File: src/shared/oag_defs.svh
// constants for the operand address generator
`ifndef OAG_DEFS_SVH
`define OAG_DEFS_SVH
`define OAG_CLK_PER_MC      4
`define OAG_CLK_PER_TICK    12
`define OAG_MC_MAX          5
`define OAG_EXT_MOVE_MC     2
`define OAG_MOVDD_MC        3
`define OAG_DIRECT_TOP      8'h7f
`define OAG_BITRAM_BASE     8'h20
`define OAG_BANK_BITS_LO    3
`endif

File: src/shared/oag_pkg.sv
// types for the operand address generator
package oag_pkg;
  typedef enum logic [2:0] {
    OAG_MODE_REG  = 3'h0,
    OAG_MODE_DIR  = 3'h1,
    OAG_MODE_BIT  = 3'h2,
    OAG_MODE_IND  = 3'h3,
    OAG_MODE_IMM  = 3'h4,
    OAG_MODE_XRI  = 3'h5,
    OAG_MODE_XDP  = 3'h6,
    OAG_MODE_TBL  = 3'h7
  } oag_mode_e;
  typedef enum logic [1:0] {
    OAG_SP_IRAM  = 2'h0,
    OAG_SP_PERI  = 2'h1,
    OAG_SP_XDATA = 2'h2,
    OAG_SP_CODE  = 2'h3
  } oag_space_e;
  typedef struct packed {
    oag_mode_e  mode;
    logic       use_stack;
    logic       sel_r1;
    logic       tbl_use_pc;
    logic [2:0] reg_num;
    logic [7:0] operand;
    logic [2:0] mc_count;
  } oag_req_s;
  typedef struct packed {
    oag_space_e space;
    logic [15:0] addr;
    logic [2:0]  bit_pos;
    logic        bit_op;
    logic [7:0]  imm;
  } oag_acc_s;
endpackage

File: src/hdl/oag_core.sv
// operand address generation and machine cycle timing
`timescale 1ns/1ns
`include "oag_defs.svh"
module oag_core
  import oag_pkg::*;
#(
  parameter int ONCHIP_CODE_TOP = 16'h1fff,
  parameter int HAS_ONCHIP_CODE = 1
)(
  input  wire logic        sys_clk,
  input  wire logic        sys_rst,
  input  wire logic        req_valid,
  input  oag_req_s         req,
  input  wire logic [1:0]  bank_sel,
  input  wire logic [7:0]  r0_val,
  input  wire logic [7:0]  r1_val,
  input  wire logic [7:0]  stack_ptr,
  input  wire logic [7:0]  port_two_latch,
  input  wire logic [15:0] first_data_pointer,
  input  wire logic [15:0] second_data_pointer,
  input  wire logic        data_pointer_sel,
  input  wire logic [15:0] prog_counter,
  input  wire logic [7:0]  accumulator,
  input  wire logic [15:0] fetch_addr,
  output logic             addr_latch,
  output logic             timer_tick,
  output logic             mc_end,
  output logic             instr_busy,
  output logic             acc_valid,
  output oag_acc_s         acc,
  output logic             fetch_onchip,
  output logic             acc_load
);
  // refuse code tops outside the 64k code space and non-boolean flags
  if (ONCHIP_CODE_TOP < 0 || ONCHIP_CODE_TOP > 16'hffff ||
      HAS_ONCHIP_CODE < 0 || HAS_ONCHIP_CODE > 1)
  begin
    $error("oag_core: bad on-chip code parameters");
  end

  ////////////////////////////////////////////////////////////////////////////
  // clock phase and timer prescale
  logic [1:0] phase_reg;
  logic [3:0] tick_cnt_reg;

  always_ff @(posedge sys_clk or posedge sys_rst)
  begin
    if (sys_rst)
      phase_reg <= 2'h0;
    else
      phase_reg <= phase_reg + 2'h1;
  end

  always_ff @(posedge sys_clk or posedge sys_rst)
  begin
    if (sys_rst)
      addr_latch <= 1'b0;
    else
      addr_latch <= (phase_reg == 2'h3);
  end

  always_ff @(posedge sys_clk or posedge sys_rst)
  begin
    if (sys_rst)
      mc_end <= 1'b0;
    else
      mc_end <= (phase_reg == 2'h2);
  end

  always_ff @(posedge sys_clk or posedge sys_rst)
  begin
    if (sys_rst)
    begin
      tick_cnt_reg <= 4'h0;
      timer_tick   <= 1'b0;
    end
    else if (tick_cnt_reg == 4'(`OAG_CLK_PER_TICK - 1))
    begin
      tick_cnt_reg <= 4'h0;
      timer_tick   <= 1'b1;
    end
    else
    begin
      tick_cnt_reg <= tick_cnt_reg + 4'h1;
      timer_tick   <= 1'b0;
    end
  end

  ////////////////////////////////////////////////////////////////////////////
  // instruction length in machine cycles
  logic [2:0] mc_left_reg;
  logic [2:0] mc_len;
  wire        mc_edge = (phase_reg == 2'h3);
  wire        take    = req_valid && !instr_busy && mc_edge;

  always_comb
  begin
    mc_len = req.mc_count;
    if (req.mode == OAG_MODE_REG)
      mc_len = 3'h1;
    else if (req.mode == OAG_MODE_XDP)
      mc_len = 3'(`OAG_EXT_MOVE_MC);
    if (mc_len == 3'h0)
      mc_len = 3'h1;
    else if (mc_len > 3'(`OAG_MC_MAX))
      mc_len = 3'(`OAG_MC_MAX);
  end

  always_ff @(posedge sys_clk or posedge sys_rst)
  begin
    if (sys_rst)
    begin
      mc_left_reg <= 3'h0;
      instr_busy  <= 1'b0;
    end
    else if (take)
    begin
      mc_left_reg <= mc_len - 3'h1;
      instr_busy  <= (mc_len != 3'h1);
    end
    else if (mc_edge && mc_left_reg != 3'h0)
    begin
      mc_left_reg <= mc_left_reg - 3'h1;
      instr_busy  <= (mc_left_reg != 3'h1);
    end
  end

  ////////////////////////////////////////////////////////////////////////////
  // operand address decode
  oag_acc_s    acc_next;
  logic [7:0]  ptr;
  logic [15:0] ext_pointer;

  always_comb
  begin
    ptr  = req.sel_r1 ? r1_val : r0_val;
    ext_pointer = data_pointer_sel ? second_data_pointer : first_data_pointer;
    acc_next = '0;
    unique case (req.mode)
      OAG_MODE_REG:
      begin
        acc_next.space = OAG_SP_IRAM;
        acc_next.addr  = {8'h00, 3'h0, bank_sel, req.reg_num};
      end
      OAG_MODE_DIR:
      begin
        acc_next.addr = {8'h00, req.operand};
        acc_next.space = (req.operand > `OAG_DIRECT_TOP) ?
                         OAG_SP_PERI : OAG_SP_IRAM;
      end
      OAG_MODE_BIT:
      begin
        acc_next.bit_op  = 1'b1;
        acc_next.bit_pos = req.operand[2:0];
        if (req.operand[7])
        begin
          acc_next.space = OAG_SP_PERI;
          acc_next.addr  = {8'h00, req.operand[7:3], 3'h0};
        end
        else
        begin
          acc_next.space = OAG_SP_IRAM;
          acc_next.addr  = {8'h00, `OAG_BITRAM_BASE + {4'h0, req.operand[6:3]}};
        end
      end
      OAG_MODE_IND:
      begin
        acc_next.space = OAG_SP_IRAM;
        acc_next.addr  = {8'h00, req.use_stack ? stack_ptr : ptr};
      end
      OAG_MODE_IMM:
      begin
        acc_next.space = OAG_SP_IRAM;
        acc_next.imm   = req.operand;
      end
      OAG_MODE_XRI:
      begin
        acc_next.space = OAG_SP_XDATA;
        acc_next.addr  = {port_two_latch, ptr};
      end
      OAG_MODE_XDP:
      begin
        acc_next.space = OAG_SP_XDATA;
        acc_next.addr  = ext_pointer;
      end
      OAG_MODE_TBL:
      begin
        acc_next.space = OAG_SP_CODE;
        acc_next.addr  = (req.tbl_use_pc ? prog_counter : ext_pointer) + {8'h00, accumulator};
      end
    endcase
  end

  always_ff @(posedge sys_clk or posedge sys_rst)
  begin
    if (sys_rst)
    begin
      acc       <= '0;
      acc_valid <= 1'b0;
      acc_load  <= 1'b0;
    end
    else
    begin
      acc_valid <= take;
      acc_load  <= take && (req.mode == OAG_MODE_TBL);
      if (take)
        acc <= acc_next;
    end
  end

  always_ff @(posedge sys_clk or posedge sys_rst)
  begin
    if (sys_rst)
      fetch_onchip <= 1'b0;
    else
      fetch_onchip <= (HAS_ONCHIP_CODE != 0) &&
                      ({16'h0, fetch_addr} <= 32'(ONCHIP_CODE_TOP));
  end

  ////////////////////////////////////////////////////////////////////////////
  // checks
  logic [3:0] ale_gap_reg;
  always_ff @(posedge sys_clk or posedge sys_rst)
  begin
    if (sys_rst)
      ale_gap_reg <= 4'h0;
    else if (addr_latch)
      ale_gap_reg <= 4'h1;
    else
      ale_gap_reg <= ale_gap_reg + 4'h1;
  end

  latch_period_a: assert property (@(posedge sys_clk) disable iff (sys_rst)
    addr_latch |=> !addr_latch [*3] ##1 addr_latch)
    else $error("latch pulse not every four clocks");

  latch_gap_a: assert property (@(posedge sys_clk) disable iff (sys_rst)
    ale_gap_reg <= 4'h4)
    else $error("latch pulse missing");

  tick_period_a: assert property (@(posedge sys_clk) disable iff (sys_rst)
    timer_tick |=> !timer_tick [*8] ##1 !timer_tick [*3] ##1 timer_tick)
    else $error("timer tick not every twelve clocks");

  reg_one_mc_a: assert property (@(posedge sys_clk) disable iff (sys_rst)
    (take && req.mode == OAG_MODE_REG) |=> !instr_busy)
    else $error("register instruction longer than one cycle");

  ext_move_len_a: assert property (@(posedge sys_clk) disable iff (sys_rst)
    (take && req.mode == OAG_MODE_XDP) |=> instr_busy [*4] ##1 !instr_busy)
    else $error("data pointer move not two cycles");

  direct_peri_a: assert property (@(posedge sys_clk) disable iff (sys_rst)
    (take && req.mode == OAG_MODE_DIR && req.operand[7]) |=> acc.space == OAG_SP_PERI)
    else $error("direct high address not peripheral");

  indirect_ram_a: assert property (@(posedge sys_clk) disable iff (sys_rst)
    (take && req.mode == OAG_MODE_IND) |=> acc.space == OAG_SP_IRAM)
    else $error("indirect access not in RAM");

  xri_page_a: assert property (@(posedge sys_clk) disable iff (sys_rst)
    (take && req.mode == OAG_MODE_XRI) |=> acc.addr[15:8] == $past(port_two_latch))
    else $error("external page byte wrong");

  table_load_a: assert property (@(posedge sys_clk) disable iff (sys_rst)
    acc_load |-> acc_valid && acc.space == OAG_SP_CODE)
    else $error("table read load without code access");

  reg_bank_a: assert property (@(posedge sys_clk) disable iff (sys_rst)
    (take && req.mode == OAG_MODE_REG) |=>
      acc.addr == {11'h000, $past(bank_sel), $past(req.reg_num)})
    else $error("working register outside selected bank");

  bit_ram_a: assert property (@(posedge sys_clk) disable iff (sys_rst)
    (take && req.mode == OAG_MODE_BIT && !req.operand[7]) |=>
      acc.space == OAG_SP_IRAM && acc.addr[15:4] == 12'h002 && acc.bit_op)
    else $error("bit address outside bit RAM");

  ext_full_a: assert property (@(posedge sys_clk) disable iff (sys_rst)
    (take && req.mode == OAG_MODE_XDP) |=>
      acc.addr == $past(data_pointer_sel ? second_data_pointer : first_data_pointer))
    else $error("external pointer address wrong");

  imm_byte_a: assert property (@(posedge sys_clk) disable iff (sys_rst)
    (take && req.mode == OAG_MODE_IMM) |=> acc.imm == $past(req.operand))
    else $error("immediate byte wrong");

  len_range_a: assert property (@(posedge sys_clk) disable iff (sys_rst)
    mc_left_reg < 3'(`OAG_MC_MAX))
    else $error("instruction longer than five cycles");
endmodule

File: config.mk
export PLATFORM = sky130hd
export DESIGN_NAME = oag_core
export DESIGN_NICKNAME = d
export VERILOG_FILES = /design/src/shared/oag_pkg.sv /design/src/hdl/oag_core.sv
export VERILOG_INCLUDE_DIRS = /design/src /design/src/shared
export SDC_FILE = /design/constraint.sdc
export NUM_CORES = 1
export LEC_CHECK = 0
export BUFFER_PORTS_ARGS = -buffer_cell sky130_fd_sc_hd__buf_4
export CORE_MARGIN = 5
export CORE_UTILIZATION = 42
export CTS_CLUSTER_DIAMETER = 200
export DETAILED_ROUTE_END_ITERATION = 7
export PLACE_DENSITY = 0.79
export SYNTH_ARGS = -nofsm -noshare
export SYNTH_HDL_FRONTEND = slang
export SYNTH_SLANG_ARGS = --single-unit
File: constraint.sdc
create_clock -name sys_clk -period 1.9 [get_ports sys_clk]
set_input_delay 0.19 -clock sys_clk [delete_from_list [all_inputs] [get_ports sys_clk]]
set_output_delay 0.19 -clock sys_clk [all_outputs]
set_load 0.02 [all_outputs]
---- Yosys cells after proc, flatten, opt, wreduce, memory -nomap -nowiden ----
Cells that the tools add are included.
word-level totals
  input port bits ......................... 130
  output and inout port bits .............. 37
  register bits after elaboration ......... 46
  word-level logic and storage cells ...... 67
cells by class
  $lt $le $gt $ge ......................... 3
  multiplexer cells ....................... 20
  $add $sub $neg .......................... 6
  eq/ne operators ......................... 12
  reductions and logical operators ........ 11
operators by type and width
  kind                                                    count
  one-hot mux 16 bit (7 select lines)                     1
  two-way mux 16 bit                                      2
  two-way mux 8 bit                                       3
  two-way mux 3 bit                                       6
  two-way mux 17 bit                                      1
  adder 16 x 8 -> 16 bit                                  1
  <= comparator 16 x 13 -> 1 bit (second input constant)  1
  equality test 3 bit (second input constant)             4
  one-hot mux 2 bit (5 select lines)                      1
  > comparator 8 x 7 -> 1 bit (second input constant)     1
  two-way mux 4 bit                                       2
  adder 6 x 4 -> 7 bit (first input constant)             1
  equality test 3 x 2 -> 1 bit (second input constant)    2
  logical NOT 3 bit                                       2
  inequality test 3 x 1 -> 1 bit (second input constant)  2
  subtractor 3 x 1 -> 3 bit (second input constant)       2
  adder 4 x 1 -> 4 bit (second input constant)            1
  equality test 2 bit (second input constant)             2
  equality test 4 bit (second input constant)             1
  logical AND 1 bit                                       4
  two-way mux 1 bit                                       4
  equality test 3 x 1 -> 1 bit (second input constant)    1
  > comparator 3 bit (second input constant)              1
  nonzero test 3 bit                                      1
  5 further kinds                                         5

---- Longest topological paths before layout ----
Gate-level depths: netlist of the first run.
  word-level depth ........................ 8
  gate-level depth with buffers ........... 12
  gate-level depth less buffers ........... 10

---- Worst setup path before layout of the first run ----
Ideal clock, no wire load.
  kind .................................... input -> register
  start point ............................. in data_pointer_sel
  end point ............................... reg acc[26] (netlist bit)
  cell stages on the path ................. 12
  path buffers ............................ 2
  data required time ...................... 1.810 ns
  library setup time ...................... 0.090 ns
  data arrival time ....................... 2.725 ns
  path slack .............................. -0.915 ns
  cells stage by stage .................... buf_6 -> buf_2 -> mux2_2 -> mux2_2 -> ha_1 -> fa_1 -> a211oi_1 -> nor2_1 -> o22a_1 -> nor4b_4 -> xor2_1 -> o221ai_1
on the way
  longest elaborated chain between the ends .. 4
ends and longest elaborated chain
  element                                RTL line         source
  start: declaration                     oag_core.sv:21   input wire logic data_pointer_sel,
  two-way mux 16 bit *                   oag_core.sv:137  ext_pointer = data_pointer_sel ? second_data_pointer : first_data_pointer;
  two-way mux 16 bit                     oag_core.sv:189  acc_next.addr = (req.tbl_use_pc ? prog_counter : ext_pointer) + {8'h00, accumulator};
  adder 16 x 8 -> 16 bit                 oag_core.sv:189
  one-hot mux 16 bit (7 select lines) *  oag_core.sv:139  unique case (req.mode)
  end signal: assignment                 oag_core.sv:207  acc <= acc_next;
  end: declaration                       oag_core.sv:30   output oag_acc_s acc,
Mark *: on every way between the ends. The rest lies on a longest branch, timed or not.
A chain may end at the register's enable or synchronous reset.

---- Worst setup path after layout of the first run ----
Same ends and word-level chain as after synthesis.

==> results.ini, run 1 <==
[run]
cap_viol_max_count=0

[clocking]
path_clk_slew_ns=0.10
clock_latency_ns=0.30
ctsHtreeMaxLevel=2
clock_sinks=46
cts_root_buf=clkbuf_8
cts_tree=done
cts.path.max_buffers=2
cts_buffers=5

[power_and_ir_drop]
pwr-share-seq_pct=35.7
vdd_drop_max_mv=0.346
p_leak_nw=2.57
p_switching_mw=1.43
clkPwrFrac_pct=16.6
p_comb_share_pct=47.7
cellPowerDensity_nw_per_um2=726
internal-power_mw=2.39
swShare_pct=37.4

[die]
initial_core_util_pct=43.0
die_area_sq_um=9800
die_w_um=99.0
num_rows=32
coreArea_sq_um=7730
fp.dieH_um=99.0
design.portCount=167

[logic_synthesis]
syn_nets=507
seq_area_frac_synth_pct=34.6
synth-seq-cells=46
synth_ff_type=dfrtp_1
synth_most_common_cell=dfrtp_1
ys_top_cells_by_area=dfrtp_1 35%, mux2_2 9.1%, ha_1 5.6%
synth-edff-count=0
synth_cell_types=52
yosys.area.top_type=dfrtp_1
netlist_instances=361
synth_area_per_cell_sq_um=9.21
netlist_area_sq_um=3330
yosysTopAreaCellShare_pct=34.6
netlist_top_cells_count=46 x dfrtp_1, 36 x nand2_1, 30 x o21ai_0
yosysWarnings=0
async_flop_share_pct=100

[run_status]
status=finished with violations
violations=negative setup slack

[timing]
finalCritPeriodShare_pct=118
fmax_ghz=0.447
fin_ws_ns=-0.336
setup_viol=13
setup_tns_ns=-3.18
skew_ns=0.00391
relSlewSlack_pct=64.8
layout_min_cycle_time_ns=2.24
grt_setup_unrepaired=true
worstMarginPinSlew_ns=0.527
slew_violations=0
hold_violations=0

[placement]
port_buffers=153
hpwl_um=9380
gp_congestion=0.912
pre_cts_slack_ns=-0.744

[final_layout]
fin_nets=699
syn_to_final_growth_pct=58.3
largest_register_ffs=30
antenna-diode-count=0
layout-drive-gt1-share_pct=48.6
nFillCells=622

[global_routing]
grt_busiest_layer=met2
grt_pass1_wl_um=18600
grtUsageMet3_pct=6.23
grt_usage_pct=23.4
grt_max_degree=38
use_met1_pct=28.8
antenna_found_initial=0
gr-total-overflow=0
grt_pass1_vias=3812
use_met2_pct=39.6

[detailed_routing]
ant_nets=0
drt_iter0_drc=231
wl_per_cell_um=18.1
drcViolationCount=0
via_per_inst=5.62
first_pass_iters=5
detailroute.via_count=3684
wl_um=11900

[hold_path]
hp-class=in -> reg

[worst_setup_path]
critPathMaxFanout=8
critical_path_required_ns=2.13
setup.worst_path.end_class=register
startpoint_type=primary input
arrival_ns=2.46
worstSetupPathType=in -> reg

[per-layer routing]
layer	part of all wire [%]	up-vias
met5	0	-
met2	50	196
met4	3.0	0
li1	-	1709
met3	9.5	31
met1	37	1748
[final timing paths]
path	end	cells after the start	slack [ns]	from
setup / recovery	acc[26]	11	-0.34	data_pointer_sel
max in group asynchronous	acc[29]	4	0.91	sys_rst
hold reg to reg	phase_reg[0]	1	0.46	phase_reg[0]
hold / removal	fetch_onchip	2	0.02	fetch_addr[13]
min in group asynchronous	tick_cnt_reg[2]	3	0.47	sys_rst
setup reg to reg	acc[27]	8	0.10	phase_reg[0]
[critical path, stage by stage]
cell	delay, ns
buf_12	0.12
mux2_4	0.30
mux2_4	0.28
ha_4	0.16
fa_2	0.37
a211oi_2	0.25
nor2_2	0.10
o22a_1	0.22
nor4b_4	0.15
xor2_1	0.14
o221ai_1	0.17
[power by group through the flow]
stage               logic, mW  registers (mW)  clock network [mW]
floorplan               0.681            1.60                   0
global placement         1.67            1.37                   0
detailed placement       1.72            1.37                   0
CTS                      1.79            1.36               0.648
global route             1.98            1.40               0.689
finish                   1.82            1.36               0.635
[logic make-up after synthesis]
family	count (synthesis)	share of synthesized area, %
adders and majority gates	16	6.25
DFF	46	34.6
AOI/OAI and AO/OA	109	22.2
muxes	43	14.1
buffers and inverters	34	4.14
xor gates and xnor gates	15	3.95
and+or+nand+nor	98	14.8
[layout by cell type (no fill, tap or decap), types with 7 or more instances in the layout]
cell type and instances:
o21ai_1 7, buf_4 196, a21oi_1 13, mux2_4 9, a22oi_1 9, o21ai_0 23
ha_1 9, mux2i_1 15, dfrtp_1 46, nor2b_1 8, nor3_1 9, nand2_1 34
xor2_1 10, mux2_2 19, inv_1 14, a22o_1 13, nor2_1 19
[through the flow]
step | instances | power (mW) | cell area, sq um | hold slack, ns | utilization (%)
after detailed placement | 639 | 3.10 | 4950 | 0.275 | 64.1
final | 656 | 3.82 | 5270 | 0.0222 | 68.1
after CTS | 652 | 3.80 | 5180 | 0.0224 | 67.1
after floorplan | 361 | 2.28 | 3440 | 0.255 | -
after global placement | 639 | 3.04 | 4950 | 0.269 | 64.1
after global routing | 656 | 4.06 | 5270 | 0.0174 | 68.1
[area by class of cell]
class / count / area, sq um / share of cell area (%)
multi-input combinational: 281 / 2260 / 42.9
timing repair buffer: 203 / 1580 / 29.9
sequential: 46 / 1150 / 21.9
tap: 102 / 128 / 2.42
clock buffer: 5 / 68.8 / 1.31
inverter: 16 / 60.1 / 1.14
clock inverter: 3 / 23.8 / 0.452
[repair_timing]
action                                  4_1_cts  5_1_grt
hold buffers                                  1        0
buffers inserted                              4        4
endpoints found under the hold margin        22        0
pin swaps                                    19       28
endpoints found under the setup margin       15       15
gates resized for setup                      22       14
No activity file was read; power rests on OpenSTA's default activity.
==> run 2: changes to the inputs <==
--- a/config.mk
+++ b/config.mk
@@ -11,7 +11,8 @@
 export CORE_UTILIZATION = 42
 export CTS_CLUSTER_DIAMETER = 200
 export DETAILED_ROUTE_END_ITERATION = 7
-export PLACE_DENSITY = 0.79
+export PLACE_DENSITY = 0.77
+export SLEW_MARGIN = 15
 export SYNTH_ARGS = -nofsm -noshare
 export SYNTH_HDL_FRONTEND = slang
 export SYNTH_SLANG_ARGS = --single-unit
==> run 2 against run 1 <==
Against the previous run:
- the flow still finishes with violations (negative setup slack)
- critical path depth shrank 2
- via count shrank 1.3%
- non-clock buffer count grew 4
- clock power grew 20%
- die area is the same
- power grew 2.9%
- worst hold slack gained 0.0042 ns
- global-route usage grew 0.48 points
- fmax is essentially flat
- critical path type unchanged
- highest routed layer unchanged
==> results.ini, run 2 (synthesized netlist as in run 1, its figures left out) <==
[run_status]
status=finished with violations
violations=negative setup slack

[power_and_ir_drop]
vdd_drop_max_mv=0.412  ; +19%
p_leak_nw=2.63  ; +2.4%
internal-power_mw=2.53  ; +5.8%
cellPowerDensity_nw_per_um2=742  ; +2.1%
p_comb_share_pct=46.3  ; -1.4 points
p_switching_mw=1.40  ; -2.0%
clkPwrFrac_pct=19.5  ; +2.9 points
pwr-share-seq_pct=34.3  ; -1.4 points
swShare_pct=35.6  ; -1.8 points

[global_routing]
gr-total-overflow=0  ; unchanged
grt_pass1_wl_um=18600  ; +0.18%
antenna_found_initial=0  ; unchanged
grt_pass1_vias=3809  ; -0.079%
grt_max_degree=47  ; +24%
grt_usage_pct=23.9  ; +0.48 points

[hold_path]
hp-class=in -> reg
hold_start=fetch_addr[13]
min_to=fetch_onchip
hold_depth=2  ; unchanged

[timing]
holdWs_ns=0.0264  ; +0.00425 ns
hold_violations=0  ; unchanged
slew_violations=0  ; unchanged
fmax_ghz=0.447  ; about the same
fin_ws_ns=-0.336  ; +0.000112 ns
finalCritPeriodShare_pct=118  ; about the same
grt_setup_unrepaired=true
worstMarginPinSlew_ns=0.463  ; -0.0643 ns
setup_tns_ns=-2.95  ; +0.231 ns
setup_viol=13  ; unchanged
skew_ns=0.00889  ; +0.00499 ns
layout_min_cycle_time_ns=2.24  ; -0.000112 ns
relSlewSlack_pct=68.9  ; +4.1 points

[worst_setup_path]
startpoint_type=primary input
arrival_ns=2.46  ; about the same
setup.worst_path.end_class=register
critical_path_required_ns=2.12  ; about the same
r2r_slack_ns=0.14  ; +0.04 ns
rr_startpoint=phase_reg[0]
reg2reg_to=acc[19]
worstSetupPathType=in -> reg
r2r_cells=7  ; -1
critPathMaxFanout=4  ; -4

[detailed_routing]
first_pass_iters=4  ; -1
via_per_inst=5.51  ; -1.9%
drcViolationCount=0  ; unchanged
drt_iter0_drc=135  ; -42%
wl_per_cell_um=17.9  ; -1.1%
wl_um=11800  ; -0.51%
detailroute.via_count=3637  ; -1.3%
ant_nets=0  ; unchanged

[placement]
gp_congestion=0.880  ; -3.6%
hpwl_um=9300  ; -0.81%
port_buffers=153  ; unchanged
dp_cells=645  ; +0.94%
placed_area_sq_um=4990  ; +0.66%

[clocking]
path_clk_slew_ns=0.09  ; about the same
clock_sinks=46  ; unchanged
cts_root_buf=clkbuf_8
cts.path.max_buffers=2  ; unchanged
cts_buffers=5  ; unchanged
ctsHtreeMaxLevel=2  ; unchanged
clock_latency_ns=0.31  ; about the same
cts_tree=done

[final_layout]
layout-drive-gt1-share_pct=48.7  ; +0.19 points
syn_to_final_growth_pct=59.4
seqCellArea_sq_um=1150  ; unchanged
nFillCells=624  ; +0.32%
stdcell_count=660  ; +0.61%
layout_commonest_cell=buf_4
fin_nets=703  ; +0.57%
multi_input_area_sq_um=2230  ; -1.1%
largest_register_ffs=30  ; unchanged
antenna-diode-count=0  ; unchanged
layout_common_cells=200 x buf_4, 46 x dfrtp_1, 35 x nand2_1
design_area_sq_um=5300  ; +0.71%

[die]
die_w_um=99.0  ; unchanged
num_rows=32  ; unchanged
coreArea_sq_um=7730  ; unchanged
fp.dieH_um=99.0  ; unchanged
initial_core_util_pct=43.0  ; unchanged
design.portCount=167  ; unchanged
die_area_sq_um=9800  ; unchanged

[run]
cap_viol_max_count=0  ; unchanged

==> run 2: cell types whose count changed in the layout (fill, tap and decap cells not counted), sizes merged <==
cell,delta
buf,+3
bufbuf,+1
bufinv,+1
clkinv,+1
clkinvlp,-2
==> run 2: layer usage <==
layer,wire length (um),GRT usage (%),up-vias,share of wire (%)
met3,1040,6.58,30,8.8
met1,4540,29.1,1723,38
met5,0,0,-,0
met4,337,8.30,0,2.9
met2,5890,40.4,170,50
li1,-,-,1714,-
==> run 2: power by group through the flow <==
stage | clock [mW] | combinational [mW] | sequential, mW
after floorplan | 0 | 0.681 | 1.60
after global placement | 0 | 1.69 | 1.36
after detailed placement | 0 | 1.73 | 1.36
after CTS | 0.783 | 1.78 | 1.35
after global routing | 0.813 | 1.99 | 1.38
final | 0.765 | 1.82 | 1.35
==> run 2: stage by stage <==
stage	utilization, %	total power [mW]	worst slack [ns]
detailed placement	64.5	3.10	-0.783
global route	68.6	4.18	-0.417
CTS	67.5	3.91	-0.323
global placement	64.5	3.05	-0.694
finish	68.6	3.93	-0.336
floorplan	-	2.28	-0.678
==> run 2: worst max-delay path: stages <==
cell       delay (ns)
bufbuf_16        0.24
mux2_2           0.34
mux2_4           0.29
ha_4             0.16
or4_4            0.53
o22a_4           0.24
nor4b_4          0.13
xor2_1           0.14
o221ai_1         0.20
==> run 2: worst max-delay path by stage <==
stage,start,end,slack [ns],cells past startpoint
final,data_pointer_sel,acc[26],-0.34,9
after global routing,data_pointer_sel,acc[26],-0.42,11
after CTS,data_pointer_sel,acc[26],-0.32,11
after detailed placement,data_pointer_sel,acc[26],-0.78,11
after global placement,data_pointer_sel,acc[26],-0.69,11
after floorplan,data_pointer_sel,acc[26],-0.68,12
==> run 2: area by class of cell <==
type | count | share of cell area, %
multi-input cells | 281 | 42.1
repair buffers | 207 | 30.5
flip-flops and latches | 46 | 21.7
well taps | 102 | 2.41
clock buffers | 5 | 1.30
inverters | 16 | 1.13
clock inverters | 3 | 0.826
==> run 2: what timing repair did <==
action / 4_1_cts / 5_1_grt
pin swaps: 14 / 16
buffers inserted: 3 / 2
setup endpoints to repair: 14 / 17
hold buffers: 1 / 0
cloned: 1 / 0
resized for setup: 13 / 18
hold endpoints to repair: 46 / 0
==> run 3: changes to the inputs <==
--- a/config.mk
+++ b/config.mk
@@ -6,7 +6,7 @@
 export SDC_FILE = /design/constraint.sdc
 export NUM_CORES = 1
 export LEC_CHECK = 0
-export BUFFER_PORTS_ARGS = -buffer_cell sky130_fd_sc_hd__buf_4
+export BUFFER_PORTS_ARGS = -buffer_cell sky130_fd_sc_hd__buf_2
 export CORE_MARGIN = 5
 export CORE_UTILIZATION = 42
 export CTS_CLUSTER_DIAMETER = 200
==> run 3 against run 2 <==
Against the previous run:
- the run still ends with negative setup slack left
- fmax down 0.38%
- sequential cell count unchanged
- highest routed layer unchanged
- final cell count up 0.30%
- combinational power down 11%
- worst hold slack about the same
- via count down 0.80%
- critical path type unchanged
- critical path depth up 2
- global-route usage down 0.72 points
- clock skew up 0.0028 ns
- sequential share of layout area up 1.9 points
- first-iteration DRC count up 60%
- design area down 8.0%
==> results.ini, run 3 (synthesized netlist as in run 1, its figures left out) <==
[run_status]
status=finished with violations
violations=negative setup slack

[global_routing]
gr-total-overflow=0  ; unchanged
grt_usage_pct=23.2  ; -0.72 points
grtUsageMet3_pct=5.17  ; -1.4 points
use_met1_pct=28.7  ; -0.41 points
grt_max_degree=26  ; -45%
grt_busiest_layer=met2
grt_pass1_vias=3769  ; -1.1%
grt_pass1_wl_um=18300  ; -1.4%
use_met2_pct=40.9  ; +0.46 points
antenna_found_initial=0  ; unchanged

[worst_setup_path]
setup.worst_path.end_class=register
path_buf_inv=1  ; unchanged
cp_slowest_cell=fa_2
cpMostUsedCell=mux2_4
slowest_delay_ns=0.36  ; -0.17 ns
arrival_ns=2.46  ; about the same
startpoint_type=primary input
crit_chain=buf_12 > mux2_4 > mux2_4 > ha_4 > fa_2 > a211oi_2 > nor2_2 > o22a_1 > nor4b_4 > xor2_1 > o221ai_1
path_delay_family=compound AO/OA/AOI/OAI gates
critical_path_required_ns=2.12  ; about the same
critPathMaxFanout=7  ; +3
worstSetupPathType=in -> reg

[power_and_ir_drop]
swShare_pct=37.5  ; +1.9 points
pwr-share-seq_pct=36.0  ; +1.7 points
p_leak_nw=2.50  ; -4.9%
vdd_drop_max_mv=0.337  ; -18%
cellPowerDensity_nw_per_um2=766  ; +3.2%
p_switching_mw=1.40  ; about the same
p_total_mw=3.74  ; -5.0%
clkPwrFrac_pct=20.6  ; +1.1 points
internal-power_mw=2.34  ; -7.8%
p_comb_share_pct=43.4  ; -2.9 points

[final_layout]
layout-drive-gt1-share_pct=47.9  ; -0.89 points
layout_commonest_cell=buf_2
layout_common_cells=152 x buf_2, 54 x buf_4, 46 x dfrtp_1
syn_to_final_growth_pct=46.7
final_util_pct=63.1  ; -5.5 points
stdcell_count=662  ; +0.30%
largest_register_ffs=30  ; unchanged
fin_nets=705  ; +0.28%
antenna-diode-count=0  ; unchanged
design_area_sq_um=4880  ; -8.0%

[clocking]
path_clk_slew_ns=0.10  ; about the same
cts.path.max_buffers=2  ; unchanged
cts_buffers=5  ; unchanged
clock_sinks=46  ; unchanged
clock_latency_ns=0.31  ; about the same
cts_root_buf=clkbuf_8
ctsHtreeMaxLevel=2  ; unchanged
cts_tree=done

[detailed_routing]
wl_um=11700  ; -1.2%
ant_nets=0  ; unchanged
via_per_inst=5.45  ; -1.1%
detailroute.via_count=3608  ; -0.80%
wl_per_cell_um=17.6  ; -1.5%
drcViolationCount=0  ; unchanged
first_pass_iters=4  ; unchanged
drt_iter0_drc=216  ; +60%

[placement]
pre_cts_slack_ns=-0.841  ; -0.0578 ns
port_buffers=153  ; unchanged
hpwl_um=9390  ; +1.0%
dp_cells=647  ; +0.31%
placed_area_sq_um=4610  ; -7.6%
gp_congestion=0.905  ; +2.9%

[timing]
slew_violations=0  ; unchanged
hold_violations=0  ; unchanged
layout_min_cycle_time_ns=2.24  ; +0.00842 ns
grt_setup_unrepaired=true
finalCritPeriodShare_pct=118  ; +0.44 points
skew_ns=0.0117  ; +0.00281 ns
fmax_ghz=0.446  ; -0.38%
worstMarginPinSlew_ns=0.493  ; +0.0303 ns
setup_viol=13  ; unchanged
fin_ws_ns=-0.344  ; -0.00842 ns
relSlewSlack_pct=67.1  ; -1.8 points

[run]
cap_viol_max_count=0  ; unchanged

[die]
die_area_sq_um=9800  ; unchanged
num_rows=32  ; unchanged
coreArea_sq_um=7730  ; unchanged
design.portCount=167  ; unchanged
die_w_um=99.0  ; unchanged
fp.dieH_um=99.0  ; unchanged
initial_core_util_pct=43.0  ; unchanged

[hold_path]
hp-class=in -> reg

-- run 3: changes by cell type in the layout (fill, tap and decap cells not counted), moves of 2 or more --
cell     before  now
buf_6         3    1
buf_4       200   54
buf_2         0  152
a21oi_2       0    2
ha_1          9   11
a21oi_1      18   15
-- run 3: layout make-up --
class / count / area, sq um
Fill cell: 645 / 2850
Multi-Input combinational cell: 281 / 2220
Timing Repair Buffer: 209 / 1210
Sequential cell: 46 / 1150
Tap cell: 102 / 128
Clock buffer: 5 / 68.8
Inverter: 16 / 60.1
Clock inverter: 3 / 43.8
-- run 3: worst paths after layout --
path / to / from / depth (start not counted) / slack (ns)
max: acc[26] / data_pointer_sel / 11 / -0.34
min: fetch_onchip / fetch_addr[13] / 2 / 0.03
max reg2reg: acc[19] / phase_reg[0] / 7 / 0.15
min reg2reg: phase_reg[0] / phase_reg[0] / 1 / 0.46
min in group asynchronous: acc[14] / sys_rst / 3 / 0.45
max in group asynchronous: acc[22] / sys_rst / 4 / 0.86
-- run 3: what timing repair did --
action,CTS,global route
hold endpoints to repair,23,0
hold buffers,1,0
pin swaps,14,7
resized for setup,15,11
setup buffers,5,1
cloned,0,0
setup endpoints to repair,15,15
-- run 3: per-layer routing --
metal | part of all wire [%] | wire, um | vias to the layer above
li1 | - | - | 1726
met1 | 39 | 4540 | 1712
met2 | 51 | 5920 | 159
met3 | 9.2 | 1080 | 11
met4 | 1.1 | 127 | 0
met5 | 0 | 0 | -
-- run 3: per-stage QoR --
stage | setup TNS [ns] | hold slack (ns)
floorplan | -7.07 | 0.255
detailed placement | -10.44 | 0.248
global placement | -9.46 | 0.236
CTS | -2.76 | 0.0226
global route | -3.79 | 0.0258
finish | -2.71 | 0.0263
-- run 3: worst register-to-register path, cell delays in order, from the launching register on --
cell and delay (ns):
dfrtp_1 0.39, ha_1 0.25, nand2_1 0.12, clkinv_1 0.20, o21ai_1 0.20, buf_4 0.23, a2bb2oi_1 0.16, o21ai_0 0.09
-- run 3: power by group through the flow --
stage	combinational (mW)	clock, mW	sequential (mW)
finish	1.62	0.768	1.34
global route	1.78	0.816	1.38
CTS	1.60	0.767	1.34
detailed placement	1.56	0	1.36
global placement	1.51	0	1.35
floorplan	0.681	0	1.60
